`src/include/mccd_consts.svh`:
```
// constants for the clear, compare and decimal execute block
// Overview of operation
// - clear op zeroes any register 0..63, sets zero flag, one cycle
// - complement op inverts register, zero flag from result, one cycle
// - destination bit 0 writes accumulator, 1 writes register back
// - watchdog clear zeroes counter and prescaler, sets both status flags
// - compare forms register minus accumulator, updates zero and carry
// - compare keeps accumulator and register unchanged, flags only
// - decimal adjust converts accumulator sum to packed decimal, carry only
// - decrement-skip subtracts one, writes destination, skips on zero
// - taken skip discards fetched instruction, runs a no-op, two cycles
`ifndef MCCD_CONSTS_SVH
`define MCCD_CONSTS_SVH
`define MCCD_DATA_W 8
`define MCCD_ADDR_W 6
`define MCCD_REG_COUNT 64
`define MCCD_ACC_RESET 8'h00
`define MCCD_NIB_LIMIT 4'h9
`define MCCD_NIB_FIX 8'h06
`define MCCD_HI_FIX 8'h60
`define MCCD_ONE 8'h01
`endif

```
`src/include/mccd_pkg.sv`:
```
// types of the clear, compare and decimal execute block
package mccd_pkg;
  typedef enum logic [2:0] {
    MCCD_OP_NONE,
    MCCD_OP_CLEAR,
    MCCD_OP_COMPLEMENT,
    MCCD_OP_WDT_CLEAR,
    MCCD_OP_COMPARE,
    MCCD_OP_DECIMAL,
    MCCD_OP_DEC_SKIP
  } mccd_op_t;
  typedef struct packed {
    logic valid;
    mccd_op_t op;
    logic [5:0] addr;
    logic dest;
  } mccd_instr_t;
  typedef struct packed {
    logic zero;
    logic carry;
    logic half_carry;
  } mccd_flags_t;
endpackage : mccd_pkg

```
`src/hw/mccd_exec.sv`:
```
// execute unit for clear, complement, watchdog clear, compare, adjust, skip
`timescale 1ns/100ps
`include "mccd_consts.svh"
module mccd_exec (
  // clock and reset
  input wire logic clk,
  input wire logic rst,
  // instruction issue
  input wire mccd_pkg::mccd_instr_t instr,
  // status from the adder, for the adjust op
  input wire logic add_carry,
  input wire logic add_half_carry,
  // state
  output logic [7:0] accumulator,
  output mccd_pkg::mccd_flags_t flags,
  output logic timeout_flag_n,
  output logic powerdown_flag_n,
  output logic watchdog_clear,
  output logic skip_active,
  output logic [7:0] reg_rd_data
);
  // ------------------------------------------------------------
  // storage
  // ------------------------------------------------------------
  logic [7:0] regs [0:`MCCD_REG_COUNT-1];
  logic [7:0] next_regs [0:`MCCD_REG_COUNT-1];
  logic [7:0] next_accumulator;
  mccd_pkg::mccd_flags_t next_flags;
  logic next_timeout_flag_n;
  logic next_powerdown_flag_n;
  logic next_watchdog_clear;
  logic next_skip_active;
  logic [7:0] operand;
  logic [8:0] diff;
  logic [7:0] result;
  logic [8:0] adj;
  logic exec;

  // packed decimal correction, low nibble then high
  function automatic logic [8:0] mccd_adjust(input logic [7:0] a,
                                             input logic c,
                                             input logic hc);
    logic [8:0] t;
    t = {1'b0, a};
    if (hc || (t[3:0] > `MCCD_NIB_LIMIT)) begin
      t = t + {1'b0, `MCCD_NIB_FIX};
    end
    if (c || t[8] || (t[7:4] > `MCCD_NIB_LIMIT)) begin
      t = {1'b1, t[7:0] + `MCCD_HI_FIX};
    end
    return t;
  endfunction : mccd_adjust

  assign operand = regs[instr.addr];
  assign reg_rd_data = regs[instr.addr];
  // fetched instruction after a taken skip runs as a no-op
  assign exec = instr.valid && !skip_active;

  // ------------------------------------------------------------
  // next state
  // ------------------------------------------------------------
  always_comb begin
    for (int i = 0; i < `MCCD_REG_COUNT; i++) begin
      next_regs[i] = regs[i];
    end
    next_accumulator = accumulator;
    next_flags = flags;
    next_timeout_flag_n = timeout_flag_n;
    next_powerdown_flag_n = powerdown_flag_n;
    next_watchdog_clear = 1'b0;
    next_skip_active = 1'b0;
    diff = {1'b0, operand} + {1'b0, ~accumulator} + 9'h001;
    adj = mccd_adjust(accumulator, add_carry, add_half_carry);
    result = 8'h00;
    if (exec) begin
      unique case (instr.op)
        mccd_pkg::MCCD_OP_CLEAR: begin
          next_regs[instr.addr] = 8'h00;
          next_flags.zero = 1'b1;
        end
        mccd_pkg::MCCD_OP_COMPLEMENT: begin
          result = ~operand;
          next_flags.zero = (result == 8'h00);
          if (instr.dest) begin
            next_regs[instr.addr] = result;
          end else begin
            next_accumulator = result;
          end
        end
        mccd_pkg::MCCD_OP_WDT_CLEAR: begin
          // the counter lives outside; this pulse zeroes it and prescaler
          next_watchdog_clear = 1'b1;
          next_timeout_flag_n = 1'b1;
          next_powerdown_flag_n = 1'b1;
        end
        mccd_pkg::MCCD_OP_COMPARE: begin
          // result dropped, nothing but flags written
          next_flags.zero = (diff[7:0] == 8'h00);
          next_flags.carry = diff[8];
        end
        mccd_pkg::MCCD_OP_DECIMAL: begin
          // only right after an add; half carry comes from that add
          next_accumulator = adj[7:0];
          next_flags.carry = adj[8];
        end
        mccd_pkg::MCCD_OP_DEC_SKIP: begin
          result = operand - `MCCD_ONE;
          if (instr.dest) begin
            next_regs[instr.addr] = result;
          end else begin
            next_accumulator = result;
          end
          next_skip_active = (result == 8'h00);
        end
        mccd_pkg::MCCD_OP_NONE: begin
        end
        default: begin
        end
      endcase
    end
  end

  // ------------------------------------------------------------
  // registers
  // ------------------------------------------------------------
  always_ff @(posedge clk or posedge rst) begin
    if (rst) begin
      for (int i = 0; i < `MCCD_REG_COUNT; i++) begin
        regs[i] <= 8'h00;
      end
      accumulator <= `MCCD_ACC_RESET;
      flags <= '0;
      timeout_flag_n <= 1'b1;
      powerdown_flag_n <= 1'b1;
      watchdog_clear <= 1'b0;
      skip_active <= 1'b0;
    end else begin
      for (int i = 0; i < `MCCD_REG_COUNT; i++) begin
        regs[i] <= next_regs[i];
      end
      accumulator <= next_accumulator;
      flags <= next_flags;
      timeout_flag_n <= next_timeout_flag_n;
      powerdown_flag_n <= next_powerdown_flag_n;
      watchdog_clear <= next_watchdog_clear;
      skip_active <= next_skip_active;
    end
  end
endmodule : mccd_exec

```
`config.mk`:
```
export PLATFORM = sky130hd
export DESIGN_NAME = mccd_exec
export DESIGN_NICKNAME = d
export VERILOG_FILES = /design/src/include/mccd_pkg.sv /design/src/hw/mccd_exec.sv
export VERILOG_INCLUDE_DIRS = /design/src /design/src/include
export SDC_FILE = /design/constraint.sdc
export NUM_CORES = 1
export LEC_CHECK = 0
export BUFFER_PORTS_ARGS = -buffer_cell sky130_fd_sc_hd__buf_2
export CAP_MARGIN = 25
export CORE_MARGIN = 3
export CORE_UTILIZATION = 50
export CTS_BUF_LIST = sky130_fd_sc_hd__clkbuf_8
export CTS_CLUSTER_SIZE = 10
export DETAILED_ROUTE_END_ITERATION = 6
export GPL_TIMING_DRIVEN = 1
export PLACE_DENSITY = 0.65
export SYNTH_ARGS = -nofsm -noshare
export SYNTH_HDL_FRONTEND = slang
export SYNTH_SLANG_ARGS = --single-unit
```
`constraint.sdc`:
```
create_clock -name clk -period 34.2 [get_ports clk]
set_input_delay 1.71 -clock clk [delete_from_list [all_inputs] [get_ports clk]]
set_output_delay 1.71 -clock clk [all_outputs]
set_load 0.05 [all_outputs]
```
Word level (Yosys, flattened, before mapping). Index checks and enable logic that the tools add are counted.

Bits in latches: 0. Register bits: 524. Memory bits (writable): 0. Memories kept: 0. Input bits: 15. ROM bits: 0.

$mul: 0. Divide/modulo/power cells: 0. $lt $le $gt $ge: 4. Equality and inequality tests: 10. Bitwise gates (word level): 5. Reduce and logical (&&, ||, !) cells: 17. Mux-type cells: 21. $add $sub $neg: 5. Shift-type cells: 0.

Operator list (number): $pmux 512 s3 (1); $bwmux 512 (2); $mux 512 (2); $and 512x512->512 (1); $not 512->512 (1); $bmux 8 s6 (1); $demux 8 s6 (1); $mux 8 (5); $logic_not 8->1 (3); $pmux 8 s3 (1); $mux 9 (2); $not 8->8 (2); $add 8x3->9 const B (1); $add 8x8->9 (1); $add 9x1->9 const B (1); $eq 3x3->1 const B (3); $reduce_bool 3->1 (3); $add 8x7->8 const B (1); $gt 4x4->1 const B (2); $ne 2x2->1 const B (4); $reduce_and 4->1 (2); $sub 8x1->8 const B (1); $ge 7x7->1 const B (1); $lt 7x1->1 const B (1); 11 further kinds (19).

Logic depth before layout (Yosys ltp).
Depth in word-level cells: 8. Mapped depth: 20. Depth with buffers taken out: 16.

Worst setup path after synthesis. Ideal clock, no wire load.

Path type: in2out. Start point: input instr[3] (netlist bit). End point: output reg_rd_data[7]. Data arrival time: 4.169 ns. Setup slack: 28.321 ns. Stages: 11. Path buffers: 6. Cells stage by stage: buf_4 buf_6 buf_6 clkbuf_1 buf_1 mux2i_1 o221ai_1 a22oi_1 nand2_1 or4_1 clkbuf_1.

Longest elaborated chain between the ends: 4.

RTL lines: from (decl) (line mccd_exec.sv:9) `input wire mccd_pkg::mccd_instr_t instr,`; $not 6->7 (implied by the code) (line mccd_exec.sv:55) `assign reg_rd_data = regs[instr.addr];`; $bmux 8 s6 (line mccd_exec.sv:55); $mux 8 (implied by the code) (2 in series) (line mccd_exec.sv:55); to (decl) (line mccd_exec.sv:20) `output logic [7:0] reg_rd_data`.

Every way passes these cells. The select of a mux whose other input is x is not followed.

Worst setup path after layout.
Start point: input instr[2] (netlist bit). End point: output reg_rd_data[1].

The elaborated chain is that of the path after synthesis.

==> results.tsv <==
stage	metric	value	unit
detailed_routing	drt-initial-drc-count	2436	
grt	gr-total-overflow	0	
detailed_routing	first_pass_iters	7	
detailed_routing	routed_via_density	6.29	
power	leakagePower	11.9	nW
yosys	synth-seq-cells	524	
setup_path	cp_slowest_stage_delay	0.93	ns
placed_design	post-dp-hpwl	49000	µm
setup_path	cp.arrival	5.98	ns
grt	grt_pass1_wl	121000	µm
yosys	yosysWarnings	0	
timing	final_hold_viol_count	0	
grt	antenna_found_initial	3	
yosys	syn_area	24800	µm²
timing	clock.fmax	130	MHz
yosys	synthTopCellsByArea	dfrtp_1, nand2_1, o21ai_0	
detailed_routing	drc	0	
yosys	synth.most_common_cell	nand2_1	
cts	insertion_delay	0.70	ns
yosys	synthTopCellsByCount	nand2_1, dfrtp_1, o21ai_0	
placed_design	place_congestion	0.946	
setup_path	cpMostUsedCell	buf_4	
power	peakVddDrop	0.0317	mV
placed_design	dpl_worst_slack	26.29	ns
setup_path	crit_path_end_kind	output pin	
timing	period_share	22.5	%
cts	cts-root-buf	clkbuf_8	
floorplanning	initial_core_util	50.7	%
hold_path	hp-class	reg -> reg	
floorplanning	row_count	81	
floorplanning	die_area	52400	µm²
yosys	synth.avg_cell_area	9.88	µm²
timing	slew_viol_final	0	
detailed_routing	route.detailed.wl_per_inst	24.6	µm
yosys	ys_types	81	
setup_path	cp_slowest_cell	nand2b_1	
setup_path	start_kind	input pin	
finish	layout.nets	2496	
outcome	status	completed	
yosys	yosysTopAreaCell	dfrtp_1	
floorplanning	num_io_pins	38	
timing	fin_skew	0.0446	ns
yosys	synth-edff-count	0	
floorplanning	die_w	229	µm
timing	setup_viol	0	
grt	grt_util_all_layers	29.9	%
timing	tns	0	ns
job	cap_viol_max_count	0	
timing	slew_headroom	24.3	%
setup_path	path_delay_family	simple AND/OR/NAND/NOR gates	
yosys	synthCells	2514	
timing	worst_pin_slew	1.14	ns
yosys	ys_seq_area_share	52.8	%
detailed_routing	drtAntennaViolNets	0	
timing	final.setup.worst_slack	26.51	ns
detailed_routing	wirelength	78500	µm
cts	clk_pin_slew_worst_paths	0.05	ns
cts	cts_inserted_buffers	87	
setup_path	path_buf_inv	4	
timing	period_needed	7.69	ns
cts	clock-sinks	524	
cts	clockBufferDepth	3	
finish	syn2layout_area_growth	8.99	%
floorplanning	die_y	229	µm
placed_design	port-buffer-count	34	
setup_path	cp_max_fo	39	
power	power_density	50.4	nW/µm²
setup_path	critical_path.cell_chain	buf_4 > buf_4 > nand2b_1 > o22ai_1 > o31ai_1 > o2111ai_1 > nor4b_4 > inv_1 > buf_2	
yosys	synth_async_sr_flop_share	100	%
yosys	synth_top_area_share	52.8	%
finish	antenna_cells	0	
grt	grt_pass1_vias	19418	
detailed_routing	vias	20074	
timing	rsz0062_at_grt	false	
setup_path	cp.required	32.49	ns
finish	layout-drive-gt1-share	13.2	%
grt	grt_max_degree	171	
yosys	synth_flop_cell	dfrtp_1	
cts	postCtsSetupBuffers	0	
cts	postCtsHoldBufs	0	
floorplanning	core	49000	µm²
cts	ctsResizeCount	0	
cts	cts_max_level	3	
setup_path	worst-setup-path-type	in -> out	
cts	cts_tree	built	
==> worst register-to-register path, stage by stage (launching register included) <==
cell and delay (ns):
dfrtp_1 0.37, mux2i_1 0.19, o22ai_1 0.14, o31ai_1 0.76, o2111ai_1 0.32, nor4b_4 0.55, ha_1 0.33, inv_1 0.08
nor4_1 0.57, a41oi_1 0.22, xnor2_1 0.23, nand2_2 0.44, buf_16 0.38, o21ai_0 0.24
==> cell families (layout without fill, tap and decap cells) <==
kind of cell	count (synthesis)	count (layout)	share of synthesized area, %
simple gates	796	796	13.6
fa+ha+maj	15	15	0.756
xor+xnor	20	20	0.791
buf+inv	239	251	4.21
mux	134	134	7.17
flops	524	524	52.8
other cells	2	3	0.0302
compound gates	784	784	20.6
==> where the power goes <==
part / internal (mW) / total [mW] / switching [mW]
registers: 0.636 / 0.648 / 0.0116
clock network: 0.290 / 0.546 / 0.256
logic: 0.0467 / 0.171 / 0.124
total: 0.973 / 1.37 / 0.392
==> final timing paths <==
kind / from / endpoint / slack, ns / cells after the start
hold reg to reg: regs[443]$_DFFE_PP0P_ / regs[443]$_DFFE_PP0P_ / 0.47 / 2
hold / removal: regs[443]$_DFFE_PP0P_ / regs[443]$_DFFE_PP0P_ / 0.47 / 2
setup reg to reg: regs[209]$_DFFE_PP0P_ / regs[118]$_DFFE_PP0P_ / 29.31 / 13
max in group asynchronous: rst / regs[91]$_DFFE_PP0P_ / 30.91 / 5
setup / recovery: instr[2] / reg_rd_data[1] / 26.51 / 9
min in group asynchronous: rst / regs[283]$_DFFE_PP0P_ / 1.17 / 2
==> area by class of cell <==
cell class	count	area [µm²]
clock buffers	111	1530
clock inverters	39	180
fillers	4358	21900
inverters	28	113
multi-input cells	1752	10700
flip-flops and latches	524	13100
well taps	664	831
repair buffers	73	551
==> layout by cell type, fill, tap and decap left out, drive strengths merged, types with 7 or more instances in the layout <==
cell and count:
mux2 41, a22oi 31, a221o 23, nor2 56, clkbuf 111, xnor2 17, dfrtp 524, buf 73
o22ai 24, ha 15, nand3 13, mux2i 62, nand2b 7, o22a 7, o21ai 411, a21oi 42
a31oi 7, o31ai 130, nor3b 11, o211ai 9, nor3 14, or3b 9, and3 11, nand3b 10
nor2b 11, a221oi 42, nand2 624, mux4 31, inv 62, a22o 14
==> registers in the layout (all words and copies together) (netlist names) <==
register and flops:
regs 512, accumulator 8, watchdog_clear 1, flags 2, skip_active 1
==> per-layer routing <==
layer | part of all wire (%) | track usage, %
met3 | 9.6 | 7.73
met4 | 5.0 | 13.4
met2 | 43 | 43.9
met5 | 0.036 | 0
met1 | 42 | 42.2
==> per-stage QoR <==
| stage | utilization [%] | instances | area [µm²] | total power, mW | hold WS, ns |
|---|---|---|---|---|---|
| after global placement | 51.6 | 3037 | 25300 | 0.822 | 0.454 |
| after detailed placement | 51.7 | 3038 | 25300 | 0.826 | 0.463 |
| final | 55.3 | 3191 | 27100 | 1.37 | 0.474 |
| after global routing | 55.3 | 3191 | 27100 | 1.41 | 0.494 |
| after CTS | 55.2 | 3188 | 27000 | 1.37 | 0.476 |
| after floorplan | - | 2515 | 24800 | 0.776 | 0.440 |
(Power assumes the default switching activity.)
